<file path="src/prq_pkg.sv">
/*
 pgev_pkg: shared constants for the page request event and group response block.
 assumes: a 25 MHz single clock domain; register offsets are byte addresses on the plain port.
*/
package pgev_pkg;
   // ==================================================
   // widths
   localparam int DESC_W = 256;
   localparam int IDX_W = 4;
   localparam int ADDR_W = 8;
   localparam int DATA_W = 32;
   localparam int RID_W = 16;
   localparam int PASID_W = 20;
   localparam int GRP_W = 9;
   localparam int RC_W = 4;
   localparam int TYPE_W = 7;

   // ==================================================
   // register offsets
   localparam logic [ADDR_W-1:0] ADDR_STATUS = 8'h00;
   localparam logic [ADDR_W-1:0] ADDR_EVCTL = 8'h04;
   localparam logic [ADDR_W-1:0] ADDR_HEAD = 8'h08;
   localparam logic [ADDR_W-1:0] ADDR_TAIL = 8'h0c;
   localparam logic [ADDR_W-1:0] ADDR_IQCFG = 8'h10;
   localparam logic [ADDR_W-1:0] ADDR_EVDATA = 8'h14;
   localparam logic [ADDR_W-1:0] ADDR_EVADDR = 8'h18;

   // ==================================================
   // field positions
   localparam int ST_PEND_BIT = 0;
   localparam int ST_OVF_BIT = 1;
   localparam int EC_MASK_BIT = 31;
   localparam int EC_IP_BIT = 30;
   localparam int IQCFG_WIDE_BIT = 0;
   localparam int DSC_PASID_ON_BIT = 4;
   localparam int DSC_RC_LSB = 12;
   localparam int DSC_RID_LSB = 16;
   localparam int DSC_PASID_LSB = 32;
   localparam int DSC_GRP_LSB = 64;

   // ==================================================
   // values after reset
   localparam logic EC_MASK_RST = 1'b1;
   localparam logic IQCFG_WIDE_RST = 1'b1;
   localparam logic [DATA_W-1:0] EVDATA_RST = 32'h0000_0000;
   localparam logic [DATA_W-1:0] EVADDR_RST = 32'h0000_0000;
   localparam logic [IDX_W-1:0] IDX_RST = 4'h0;

   // ==================================================
   // encodings
   localparam logic [TYPE_W-1:0] TYPE_GRP_RESP = 7'h09;
   localparam logic [RC_W-1:0] RC_SUCCESS = 4'h0;
   localparam logic [RC_W-1:0] RC_INVALID = 4'h1;
   localparam logic [RC_W-1:0] RC_FAILURE = 4'hf;

   typedef enum logic [1:0] {
      WR_IDLE = 2'b00,
      WR_BUSY = 2'b01
   } pgev_wr_state_t;
endpackage

</file>
<file path="src/prq_queue.sv">
/*
 pgev_queue: writes accepted page request descriptors into the fault request queue, one at a time.
 assumes: wr_visible comes from the memory path on ref_clk and is high once the write is software visible.
*/
`timescale 1ns/1ns
module pgev_queue import pgev_pkg::*; (
   input wire logic ref_clk,
   input wire logic resetn,
   input wire logic req_valid,
   input wire logic [DESC_W-1:0] req_desc,
   input wire logic [IDX_W-1:0] head_idx,
   input wire logic wr_visible,
   output logic req_ready_q,
   output logic wr_valid_q,
   output logic [IDX_W-1:0] wr_index_q,
   output logic [DESC_W-1:0] wr_data_q,
   output logic [IDX_W-1:0] tail_q,
   output logic delivered_q,
   output logic overflow_q
);
   // ==================================================
   // pointers
   function automatic logic [IDX_W-1:0] next_idx(input logic [IDX_W-1:0] i);
      next_idx = i + 4'h1;
   endfunction

   pgev_wr_state_t state_q;
   wire logic take = req_valid && req_ready_q && (state_q == WR_IDLE);
   wire logic full = (next_idx(tail_q) == head_idx);

   // ==================================================
   // write sequencer
   always_ff @(posedge ref_clk or negedge resetn) begin
      if (!resetn) begin
         state_q <= WR_IDLE;
         req_ready_q <= 1'b0;
         wr_valid_q <= 1'b0;
         wr_index_q <= IDX_RST;
         wr_data_q <= '0;
         tail_q <= IDX_RST;
         delivered_q <= 1'b0;
         overflow_q <= 1'b0;
      end else begin
         delivered_q <= 1'b0;
         overflow_q <= 1'b0;
         case (state_q)
            WR_IDLE: begin
               req_ready_q <= 1'b1;
               if (take && full) begin
                  overflow_q <= 1'b1;
               end else if (take) begin
                  wr_valid_q <= 1'b1;
                  wr_index_q <= tail_q;
                  wr_data_q <= req_desc;
                  req_ready_q <= 1'b0;
                  state_q <= WR_BUSY;
               end
            end
            WR_BUSY: begin
               // tail moves only once the entry is visible
               if (wr_visible) begin
                  wr_valid_q <= 1'b0;
                  tail_q <= next_idx(tail_q);
                  delivered_q <= 1'b1;
                  req_ready_q <= 1'b1;
                  state_q <= WR_IDLE;
               end
            end
            default: begin
               state_q <= WR_IDLE;
            end
         endcase
      end
   end

   AST_FULL_DROPS: assert property (@(posedge ref_clk) disable iff (!resetn)
      take && full |=> overflow_q && !wr_valid_q)
      else $error("request taken into a full queue");
   AST_TAIL_AFTER_VIS: assert property (@(posedge ref_clk) disable iff (!resetn)
      wr_valid_q && !wr_visible |=> $stable(tail_q))
      else $error("tail moved before the write was visible");
endmodule

</file>
<file path="src/prq_resp_dec.sv">
/*
 pgev_resp_dec: decodes group response descriptors from the invalidation queue into response messages when wide_sel is set, else flags desc_err_q.
 assumes: one descriptor per iq_valid cycle; other descriptor types are handled elsewhere and ignored here.
*/
`timescale 1ns/1ns
module pgev_resp_dec import pgev_pkg::*; (
   input wire logic ref_clk,
   input wire logic resetn,
   input wire logic iq_valid,
   input wire logic [DESC_W-1:0] iq_desc,
   input wire logic wide_sel,
   output logic resp_valid_q,
   output logic [RID_W-1:0] resp_rid_q,
   output logic resp_pasid_on_q,
   output logic [PASID_W-1:0] resp_pasid_q,
   output logic [GRP_W-1:0] resp_grp_q,
   output logic [RC_W-1:0] resp_code_q,
   output logic desc_err_q
);
   // ==================================================
   // decode
   wire logic [TYPE_W-1:0] dsc_type = {iq_desc[11:9], iq_desc[3:0]};
   wire logic is_grp = iq_valid && (dsc_type == TYPE_GRP_RESP);
   wire logic pasid_on = iq_desc[DSC_PASID_ON_BIT];
   // pasid is zeroed when absent so stale bits never leak onto the link
   wire logic [PASID_W-1:0] pasid = pasid_on ? iq_desc[DSC_PASID_LSB +: PASID_W] : 20'h00000;

   always_ff @(posedge ref_clk or negedge resetn) begin
      if (!resetn) begin
         resp_valid_q <= 1'b0;
         resp_rid_q <= 16'h0000;
         resp_pasid_on_q <= 1'b0;
         resp_pasid_q <= 20'h00000;
         resp_grp_q <= 9'h000;
         resp_code_q <= RC_SUCCESS;
         desc_err_q <= 1'b0;
      end else begin
         resp_valid_q <= is_grp && wide_sel;
         desc_err_q <= is_grp && !wide_sel;
         if (is_grp && wide_sel) begin
            resp_rid_q <= iq_desc[DSC_RID_LSB +: RID_W];
            resp_pasid_on_q <= pasid_on;
            resp_pasid_q <= pasid;
            resp_grp_q <= iq_desc[DSC_GRP_LSB +: GRP_W];
            resp_code_q <= iq_desc[DSC_RC_LSB +: RC_W];
         end
      end
   end

   AST_RESP_SENT: assert property (@(posedge ref_clk) disable iff (!resetn)
      is_grp && wide_sel |=> resp_valid_q && resp_code_q == $past(iq_desc[DSC_RC_LSB +: RC_W]))
      else $error("group response not sent with its code");
   AST_NARROW_ERR: assert property (@(posedge ref_clk) disable iff (!resetn)
      is_grp && !wide_sel |=> desc_err_q && !resp_valid_q)
      else $error("narrow queue did not flag the wide descriptor");
endmodule

</file>
<file path="src/prq_event_resp.sv">
/*
 pgev_event_resp: recoverable fault event logic and page group response path of the remapping unit.
 assumes: one ref_clk domain, register master on the same clock, memory path acknowledges
 descriptor visibility with dsc_wr_visible, interrupt fabric takes irq_q as a one-cycle message request.
*/
// Our own choices: strobed register access and the register offsets.
`timescale 1ns/1ns
module pgev_event_resp import pgev_pkg::*; (
   input wire logic ref_clk,
   input wire logic resetn,
   input wire logic [ADDR_W-1:0] reg_addr,
   input wire logic [DATA_W-1:0] reg_wdata,
   input wire logic reg_wr,
   input wire logic reg_rd,
   output logic [DATA_W-1:0] reg_rdata_q,
   input wire logic req_valid,
   input wire logic [DESC_W-1:0] req_desc,
   output logic req_ready_q,
   output logic dsc_wr_valid_q,
   output logic [IDX_W-1:0] dsc_wr_index_q,
   output logic [DESC_W-1:0] dsc_wr_data_q,
   input wire logic dsc_wr_visible,
   output logic irq_q,
   output logic [DATA_W-1:0] irq_addr_q,
   output logic [DATA_W-1:0] irq_data_q,
   input wire logic iq_valid,
   input wire logic [DESC_W-1:0] iq_desc,
   output logic resp_valid_q,
   output logic [RID_W-1:0] resp_rid_q,
   output logic resp_pasid_on_q,
   output logic [PASID_W-1:0] resp_pasid_q,
   output logic [GRP_W-1:0] resp_grp_q,
   output logic [RC_W-1:0] resp_code_q,
   output logic desc_err_q
);
   // ==================================================
   // state
   logic pend_q;
   logic pend_d;
   logic ovf_q;
   logic ovf_d;
   logic ip_q;
   logic ip_d;
   logic mask_q;
   logic mask_d;
   logic wide_q;
   logic [IDX_W-1:0] head_q;
   logic [DATA_W-1:0] evdata_q;
   logic [DATA_W-1:0] evaddr_q;
   logic [IDX_W-1:0] tail_w;
   logic delivered_w;
   logic overflow_w;

   // ==================================================
   // request queue writer
   pgev_queue u_queue (
      .ref_clk(ref_clk),
      .resetn(resetn),
      .req_valid(req_valid),
      .req_desc(req_desc),
      .head_idx(head_q),
      .wr_visible(dsc_wr_visible),
      .req_ready_q(req_ready_q),
      .wr_valid_q(dsc_wr_valid_q),
      .wr_index_q(dsc_wr_index_q),
      .wr_data_q(dsc_wr_data_q),
      .tail_q(tail_w),
      .delivered_q(delivered_w),
      .overflow_q(overflow_w)
   );

   // ==================================================
   // group response decoder
   pgev_resp_dec u_resp (
      .ref_clk(ref_clk),
      .resetn(resetn),
      .iq_valid(iq_valid),
      .iq_desc(iq_desc),
      .wide_sel(wide_q),
      .resp_valid_q(resp_valid_q),
      .resp_rid_q(resp_rid_q),
      .resp_pasid_on_q(resp_pasid_on_q),
      .resp_pasid_q(resp_pasid_q),
      .resp_grp_q(resp_grp_q),
      .resp_code_q(resp_code_q),
      .desc_err_q(desc_err_q)
   );

   // ==================================================
   // register decode
   wire logic wr_stat = reg_wr && (reg_addr == ADDR_STATUS);
   wire logic wr_ctl = reg_wr && (reg_addr == ADDR_EVCTL);
   wire logic wr_head = reg_wr && (reg_addr == ADDR_HEAD);
   wire logic wr_iqcfg = reg_wr && (reg_addr == ADDR_IQCFG);
   wire logic wr_evdata = reg_wr && (reg_addr == ADDR_EVDATA);
   wire logic wr_evaddr = reg_wr && (reg_addr == ADDR_EVADDR);
   wire logic clr_pend = wr_stat && reg_wdata[ST_PEND_BIT];
   wire logic clr_ovf = wr_stat && reg_wdata[ST_OVF_BIT];

   // ==================================================
   // status flags, write one to clear; a new set beats a clear in the same cycle
   assign pend_d = (pend_q && !clr_pend) || delivered_w;
   assign ovf_d = (ovf_q && !clr_ovf) || overflow_w;

   // ==================================================
   // event evaluation uses the flags as they stood before this cycle's set
   wire logic evt_src = delivered_w || overflow_w;
   wire logic evt = evt_src && !pend_q && !ovf_q;
   wire logic ip_hold = ip_q || evt;
   // a write still in flight holds the interrupt back so software never
   // sees an event ahead of the descriptor it announces
   wire logic wr_busy = dsc_wr_valid_q;
   assign mask_d = wr_ctl ? reg_wdata[EC_MASK_BIT] : mask_q;
   wire logic fire = ip_hold && !mask_d && !wr_busy;
   wire logic svc_clear = ip_q && wr_stat && !pend_d && !ovf_d;
   assign ip_d = ip_hold && !fire && !svc_clear;

   always_ff @(posedge ref_clk or negedge resetn) begin
      if (!resetn) begin
         pend_q <= 1'b0;
         ovf_q <= 1'b0;
         ip_q <= 1'b0;
         mask_q <= EC_MASK_RST;
      end else begin
         pend_q <= pend_d;
         ovf_q <= ovf_d;
         ip_q <= ip_d;
         mask_q <= mask_d;
      end
   end

   // ==================================================
   // interrupt message: address and data go out exactly as programmed,
   // no remapping lookup sits on this path
   always_ff @(posedge ref_clk or negedge resetn) begin
      if (!resetn) begin
         irq_q <= 1'b0;
         irq_addr_q <= EVADDR_RST;
         irq_data_q <= EVDATA_RST;
      end else begin
         irq_q <= fire;
         if (fire) begin
            irq_addr_q <= evaddr_q;
            irq_data_q <= evdata_q;
         end
      end
   end

   // ==================================================
   // configuration registers
   always_ff @(posedge ref_clk or negedge resetn) begin
      if (!resetn) begin
         head_q <= IDX_RST;
         wide_q <= IQCFG_WIDE_RST;
         evdata_q <= EVDATA_RST;
         evaddr_q <= EVADDR_RST;
      end else begin
         if (wr_head) begin
            head_q <= reg_wdata[IDX_W-1:0];
         end
         if (wr_iqcfg) begin
            wide_q <= reg_wdata[IQCFG_WIDE_BIT];
         end
         if (wr_evdata) begin
            evdata_q <= reg_wdata;
         end
         if (wr_evaddr) begin
            evaddr_q <= reg_wdata;
         end
      end
   end

   // ==================================================
   // read mux; the tail shown is the visible tail, so a completion never
   // reports an entry whose write is not yet visible
   wire logic [DATA_W-1:0] rd_status = {30'h0, ovf_q, pend_q};
   wire logic [DATA_W-1:0] rd_evctl = {mask_q, ip_q, 30'h0};
   wire logic [DATA_W-1:0] rd_head = {28'h000_0000, head_q};
   wire logic [DATA_W-1:0] rd_tail = {28'h000_0000, tail_w};
   wire logic [DATA_W-1:0] rd_iqcfg = {31'h0, wide_q};
   logic [DATA_W-1:0] rd_mux;

   always_comb begin
      case (reg_addr)
         ADDR_STATUS: rd_mux = rd_status;
         ADDR_EVCTL: rd_mux = rd_evctl;
         ADDR_HEAD: rd_mux = rd_head;
         ADDR_TAIL: rd_mux = rd_tail;
         ADDR_IQCFG: rd_mux = rd_iqcfg;
         ADDR_EVDATA: rd_mux = evdata_q;
         ADDR_EVADDR: rd_mux = evaddr_q;
         default: rd_mux = 32'h0000_0000;
      endcase
   end

   // the interrupt leaves on the edge that updates the state, so any
   // completion, which stands one cycle later, is already ordered behind it
   wire logic [DATA_W-1:0] rd_d = reg_rd ? rd_mux : 32'h0000_0000;

   always_ff @(posedge ref_clk or negedge resetn) begin
      if (!resetn) begin
         reg_rdata_q <= 32'h0000_0000;
      end else begin
         reg_rdata_q <= rd_d;
      end
   end

   // ==================================================
   // checks
   AST_PEND_SET: assert property (@(posedge ref_clk) disable iff (!resetn)
      delivered_w |=> pend_q)
      else $error("pending flag not set after descriptor write");
   AST_OVF_SET: assert property (@(posedge ref_clk) disable iff (!resetn)
      overflow_w |=> ovf_q)
      else $error("overflow flag not set on full queue");
   AST_SUPPRESS: assert property (@(posedge ref_clk) disable iff (!resetn)
      evt_src && (pend_q || ovf_q) && !ip_q |=> !irq_q && !ip_q)
      else $error("event raised while a flag was already set");
   AST_HOLD_MASKED: assert property (@(posedge ref_clk) disable iff (!resetn)
      evt && mask_q && !wr_ctl |=> ip_q && !irq_q)
      else $error("masked event not held in interrupt pending");
   AST_FIRE_UNMASKED: assert property (@(posedge ref_clk) disable iff (!resetn)
      evt && !mask_q && !wr_ctl |=> irq_q && !ip_q)
      else $error("unmasked event did not fire and clear pending");
   AST_MASKED_QUIET: assert property (@(posedge ref_clk) disable iff (!resetn)
      mask_q && !wr_ctl |=> !irq_q)
      else $error("interrupt issued while masked");
   AST_UNMASK_FIRE: assert property (@(posedge ref_clk) disable iff (!resetn)
      ip_q && mask_q && wr_ctl && !reg_wdata[EC_MASK_BIT] && !wr_busy |=> irq_q && !ip_q ##1 !irq_q)
      else $error("held event not fired on unmask");
   AST_SVC_CLEAR: assert property (@(posedge ref_clk) disable iff (!resetn)
      ip_q && mask_q && wr_stat && !pend_d && !ovf_d && !wr_ctl |=> !ip_q && !irq_q)
      else $error("pending not dropped when flags serviced");
   AST_IRQ_VISIBLE: assert property (@(posedge ref_clk) disable iff (!resetn)
      irq_q |-> !$past(dsc_wr_valid_q))
      else $error("interrupt issued with a descriptor write in flight");
   AST_IRQ_PROGRAMMED: assert property (@(posedge ref_clk) disable iff (!resetn)
      fire |=> irq_addr_q == $past(evaddr_q) && irq_data_q == $past(evdata_q))
      else $error("interrupt message not as programmed");
   AST_READ_TIMING: assert property (@(posedge ref_clk) disable iff (!resetn)
      reg_rd && reg_addr == ADDR_TAIL |=> reg_rdata_q == {28'h000_0000, $past(tail_w)})
      else $error("tail read returned wrong value");
endmodule

</file>
<file path="config.mk">
export PLATFORM = sky130hd
export DESIGN_NAME = pgev_event_resp
export DESIGN_NICKNAME = d
export VERILOG_FILES = /design/src/prq_pkg.sv /design/src/prq_queue.sv /design/src/prq_resp_dec.sv /design/src/prq_event_resp.sv
export SDC_FILE = /design/constraint.sdc
export NUM_CORES = 1
export LEC_CHECK = 0
export BUFFER_PORTS_ARGS = -buffer_cell sky130_fd_sc_hd__clkbuf_2
export CAP_MARGIN = 20
export CORE_AREA = 3 3 380 382
export DETAILED_ROUTE_END_ITERATION = 12
export DIE_AREA = 0 0 383 385
export PLACE_DENSITY_LB_ADDON = 0.2
export SYNTH_ARGS = -nofsm -noshare
export SYNTH_HDL_FRONTEND = slang
export SYNTH_SLANG_ARGS = --single-unit
</file>
<file path="constraint.sdc">
create_clock -name ref_clk -period 3.4 [get_ports ref_clk]
set_input_delay 0.34 -clock ref_clk [delete_from_list [all_inputs] [get_ports ref_clk]]
set_output_delay 0.34 -clock ref_clk [all_outputs]
set_load 0.005 [all_outputs]
</file>
### Word-level counts from Yosys, hierarchy flattened

Index checks and enable logic that the tools add are counted.
W data, S select, Z words.

* register bits: 492
* input bits: 559
* output and inout bits: 411
* logic and storage cells: 109

* add/sub/neg operators: 1
* equal/unequal tests: 12
* multiplexer cells: 20
* bitwise gates (word level): 1
* reductions and logical operators: 48

Operators with widths (count)
* $pmux W32 S7: 1
* $mux W32: 1
* $logic_and A1 B1 Y1: 25
* $eq A8 B5 Y1 const B: 3
* $mux W20: 1
* $eq A8 B4 Y1 const B: 2
* $logic_not A1 Y1: 11
* $mux W1: 11
* $eq A8 B3 Y1 const B: 1
* $logic_not A8 Y1: 1
* $eq A7 B4 Y1 const B: 1
* $mux W2: 3
* $reduce_and A3 Y1: 2
* $add A4 B1 Y4 const B: 1
* $eq A4 B4 Y1: 1
* $logic_or A1 B1 Y1: 4
* $ne A2 B2 Y1 const B: 2
* $pmux W1 S2: 2
* $pmux W2 S2: 1
* $reduce_and A2 Y1: 2
* $reduce_and A4 Y1: 1
* $eq A2 B1 Y1 const B: 1
* $logic_not A2 Y1: 1
* $ne A2 B1 Y1 const B: 1
* 2 further kinds: 2

### Longest topological paths before layout

* word-level depth: 11
* mapped depth: 7

### By module

From an unflattened synthesis, not the netlist that was laid out.

* cell total of the unflattened synthesis: 1191
* area total of the unflattened synthesis: 19790.2 um^2

By module, submodules not included
* pgev_queue: instances 1, cells an instance 582, area each 10938.0 um^2, sequential area each 6706.4 um^2
* pgev_event_resp: instances 1, cells an instance 454, area each 6645.1 um^2, sequential area each 4256.6 um^2
* pgev_resp_dec: instances 1, cells an instance 155, area each 2207.1 um^2, sequential area each 1301.2 um^2

### Worst setup path before layout

Ideal clock, no wire load.

* kind: in2reg
* from: input port reg_addr[5]
* to: register irq_addr_q[0]
* data arrival time: 2.193 ns
* required time: 3.273 ns
* path slack: 1.080 ns
* stages: 7
* path buffers: 3
* cell sequence: or4b_1 -> clkbuf_1 -> o31a_1 -> nor4_2 -> buf_4 -> buf_6 -> mux2_1

* cells in the longest elaborated chain, start to end: 6

Ends and longest elaborated chain
* start, declared: RTL line prq_event_resp.sv:11 `input wire logic [ADDR_W-1:0] reg_addr,`
* $eq A8 B3 Y1: RTL line prq_event_resp.sv:92 `wire logic wr_ctl = reg_wr && (reg_addr == ADDR_EVCTL);`
* $logic_and A1 B1 Y1: RTL line prq_event_resp.sv:92
* $mux W1: RTL line prq_event_resp.sv:113 `assign mask_d = wr_ctl ? reg_wdata[EC_MASK_BIT] : mask_q;`
* $logic_not A1 Y1: RTL line prq_event_resp.sv:114 `wire logic fire = ip_hold && !mask_d && !wr_busy;`
* $logic_and A1 B1 Y1 (2 in a row): RTL line prq_event_resp.sv:114
* end signal, assigned: RTL line prq_event_resp.sv:143 `irq_addr_q <= evaddr_q;`
* end, declared: RTL line prq_event_resp.sv:24 `output logic [DATA_W-1:0] irq_addr_q,`

No other way between the ends.
A chain may end at the register's enable or synchronous reset.

### Worst setup path after layout

* from: register u_queue.tail_q[0]
* to: register u_queue.wr_data_q[125]

* cells in the longest elaborated chain, start to end: 5

Ends and longest elaborated chain
* start, declared: RTL line prq_queue.sv:17 `output logic [IDX_W-1:0] tail_q,`
* start signal, assigned: RTL line prq_queue.sv:63 `tail_q <= next_idx(tail_q);`
* $add A4 B1 Y4: RTL line prq_queue.sv:24 `next_idx = i + 4'h1;`
* $eq A4 B4 Y1: RTL line prq_queue.sv:29 `wire logic full = (next_idx(tail_q) == head_idx);`
* $logic_and A1 B1 Y1: RTL line prq_queue.sv:49 `if (take && full) begin`
* $not A1 Y1 (no source line)
* $reduce_and A3 Y1 (no source line)
* end signal, assigned: RTL line prq_queue.sv:54 `wr_data_q <= req_desc;`
* end, declared: RTL line prq_queue.sv:16 `output logic [DESC_W-1:0] wr_data_q,`

No other way between the ends.

==> results by group <==
Worst setup path
  – Register-to-Register Path Depth: 5
  – CP Cell Sequence: ha_1 -> xnor2_1 -> a41oi_4 -> buf_12 -> mux2_2
  – Critical path launch point type: flip-flop
  – Slowest stage cell, crit path: dfrtp_1
  – Worst R2R End: u_queue.wr_data_q[125]
  – FF-to-FF setup slack: 0.82 ns
  – FF-to-FF Start: u_queue.tail_q[0]
  – Data arrival, critical path: 3.09 ns
  – WS Path Type: flip-flop to flip-flop
  – CP top delay family: flip-flops
  – Crit-path max cell delay: 0.49 ns
  – CP max FO: 112
  – Worst Path Required: 3.91 ns
  – Critical path buffers and inverters: 1
  – Setup crit end kind: flip-flop

Power
  – P_sw: 6.87 mW
  – PD cells: 726 nW/µm²
  – Sw Share: 0.310
  – Worst vdd ir: 0.000404 V
  – Clock share of power: 0.322
  – Sequential Power Share: 0.390
  – Power Internal: 15.3 mW
  – Comb pwr share: 0.288
  – P_leak: 14.5 nW

Floorplanning
  – Core area: 141,000 µm²
  – Die area: 147,000 µm²
  – Starting Density: 0.131
  – Die width: 383 µm
  – Die extent in y: 385 µm
  – Cell Rows: 138
  – Ports: 970

Min path
  – Hold path cells: 3
  – Hold_sp: iq_desc[51]
  – Worst hold path type: primary input to flip-flop
  – WHS Endpoint: u_resp.resp_pasid_q[19]

Layout
  – Fin nets: 2,892
  – P&R area growth vs syn: 64.8%
  – Commonest cells after routing, fill and taps aside: clkbuf_2 (769), dfrtp_1 (488), mux2_2 (377), dlygate4sd3_1 (342), clkbuf_16 (68)
  – Area of the multi-input gates: 5980 µm²
  – Leading cell type in the layout, fill and taps excluded: clkbuf_2
  – Share of cells above drive strength 1: 0.543
  – Final-layout fill cell count: 15,184
  – Fin util: 0.216
  – Reg area: 12,300 µm²

CTS
  – Clock slew at reported path FFs: 0.05 ns
  – H-tree Lvls: 3
  – CTS resizes: 0
  – CTS tree: yes
  – Worst skew pair latency: 0.65 ns
  – Post-CTS Hold Buffers: 342
  – Clock Tree Root: clkbuf_16
  – Post-CTS setup buffers: 0
  – Clock sinks: 490
  – Clock Tree Buf Depth: 3
  – CTS buffer count: 68

Synthesis
  – Synthesized area per cell: 15.7 µm²
  – Area of the mapped netlist: 18,500 µm²
  – Synth Register Bits: 490
  – Post-synthesis cell count: 1,183
  – Ys async rst share: 1.00
  – Synthesized net count: 1,743
  – EDFF count, synth: 0
  – Cell variety after synth: 44
  – Sequential share of the synthesized area: 0.662
  – Yosys warning total: 0
  – Main flop type after synthesis: dfrtp_1

Global route
  – GRT Util Overall: 0.112
  – Global-route wire length before repair: 120,000 µm
  – Pin count of the biggest net entering global routing: 113
  – Vias in the first global route: 16,254
  – Initial antenna violation count: 46
  – GRT overflow: 0

Flow run
  – Max Cap Viol: 0

Timing
  – Unrepaired setup endpoints after global routing: no
  – Skew final: 0.0289 ns
  – Max Slew Vio Count: 0
  – Final hold viol count: 0
  – Setup TNS: 0 ns
  – Count of final setup violators: 0
  – Fin crit period: 2.58 ns
  – Slew HR: 0.425
  – Final period util: 0.758
  – Worst-margin pin slew: 0.860 ns
  – Fmax: 388 MHz

Placed design
  – Port bufs: 770
  – Routability Congestion: 0.822
  – Hpwl dp: 66,500 µm

Detailed routing
  – Number of iterations in the first detailed-routing pass: 4
  – DRC Markers: 0
  – Routed wire length: 84,500 µm
  – Routed length per instance: 19.6 µm
  – Via count: 14,653
  – Post-DRT Antenna Nets: 0
  – Via-to-Cell Ratio: 3.41
  – Initial DRC count: 382

Status
  – Status: finished, final reports clean
[cell families after synthesis]
logic type | synth area share
flops | 0.662
xor+xnor | 0.00426
fa+ha+maj | 0.000675
buf+inv | 0.0176
simple gates | 0.0300
mux | 0.261
compound gates | 0.0241
[stage by stage]
step,area (µm²),hold WS [ns],std cells,setup WS (ns),power [mW]
after floorplan,18500,0.0444,1183,1.08,11.4
after global placement,24800,0.442,3810,0.620,14.9
after detailed placement,24800,0.446,3810,0.584,15.0
after CTS,30500,0.00313,4277,0.823,22.7
after global routing,30500,0.0280,4284,0.764,23.5
final,30500,0.0603,4300,0.823,22.1
[area by class of cell]
type / instances / share of cell area
Inverter: 5 / 0.000615
Clock inverter: 26 / 0.00959
Clock buffer: 99 / 0.0632
Tap cell: 1890 / 0.0775
Sequential cell: 490 / 0.402
Antenna cell: 23 / 0.00189
Timing Repair Buffer: 1143 / 0.250
Multi-Input combinational cell: 624 / 0.196
[registers in the layout, summed over array words and instances (netlist names), 4 cells and up]
register	count
u_queue.wr_index_q	4
evdata_q	32
u_resp.resp_code_q	4
irq_addr_q	32
reg_rdata_q	32
head_q	4
u_resp.resp_rid_q	16
u_queue.wr_data_q	256
evaddr_q	32
irq_data_q	32
u_resp.resp_pasid_q	20
u_queue.tail_q	4
u_resp.resp_grp_q	9
[power groups by stage]
stage,Combinational [mW],Sequential (mW),Clock (mW)
global route,6.96,8.86,7.69
CTS,6.57,8.68,7.49
global placement,6.14,8.73,0
detailed placement,6.21,8.75,0
floorplan,2.76,8.63,0
finish,6.37,8.64,7.14
[worst min-delay path: stages]
cell and delay (ns):
clkbuf_2 0.08, nand2_1 0.13, o21ai_0 0.09
[worst max path at each step]
stage,from,endpoint,cells after the start
floorplan,reg_addr[5],irq_addr_q[0],7
detailed placement,reg_addr[5],irq_addr_q[22],6
global route,u_queue.tail_q[0],u_queue.wr_data_q[34],5
finish,u_queue.tail_q[0],u_queue.wr_data_q[125],5
global placement,reg_addr[5],irq_data_q[28],6
CTS,u_queue.tail_q[0],u_queue.wr_data_q[125],5
[synth_stat cells, types with 3 or more instances]
cell type	number	area share
nor2_1	36	0.0073
nand2_1	48	0.0097
nor3b_1	4	0.0016
a22oi_1	29	0.012
mux2_2	377	0.23
dfrtp_1	488	0.66
o21ai_0	21	0.0057
xor2_1	3	0.0014
nand3_1	6	0.0016
clkbuf_1	21	0.0043
xnor2_1	6	0.0028
nor4b_1	3	0.0014
a21oi_1	4	0.0011
buf_6	5	0.0030
buf_1	17	0.0034
nand2b_1	3	0.0010
buf_2	20	0.0054
mux2_1	49	0.030
nor2b_1	3	0.0010
nor3_1	3	0.00081
inv_1	5	0.0010
[layer usage]
metal  vias up  share of wire  global-route usage
li1       6545              -                   -
met1      7357           0.41               0.135
met2       625           0.46               0.179
met3       110           0.10              0.0520
met4        16          0.021              0.0290
met5         -         0.0012                   0
No activity file was read; power rests on OpenSTA's default activity.
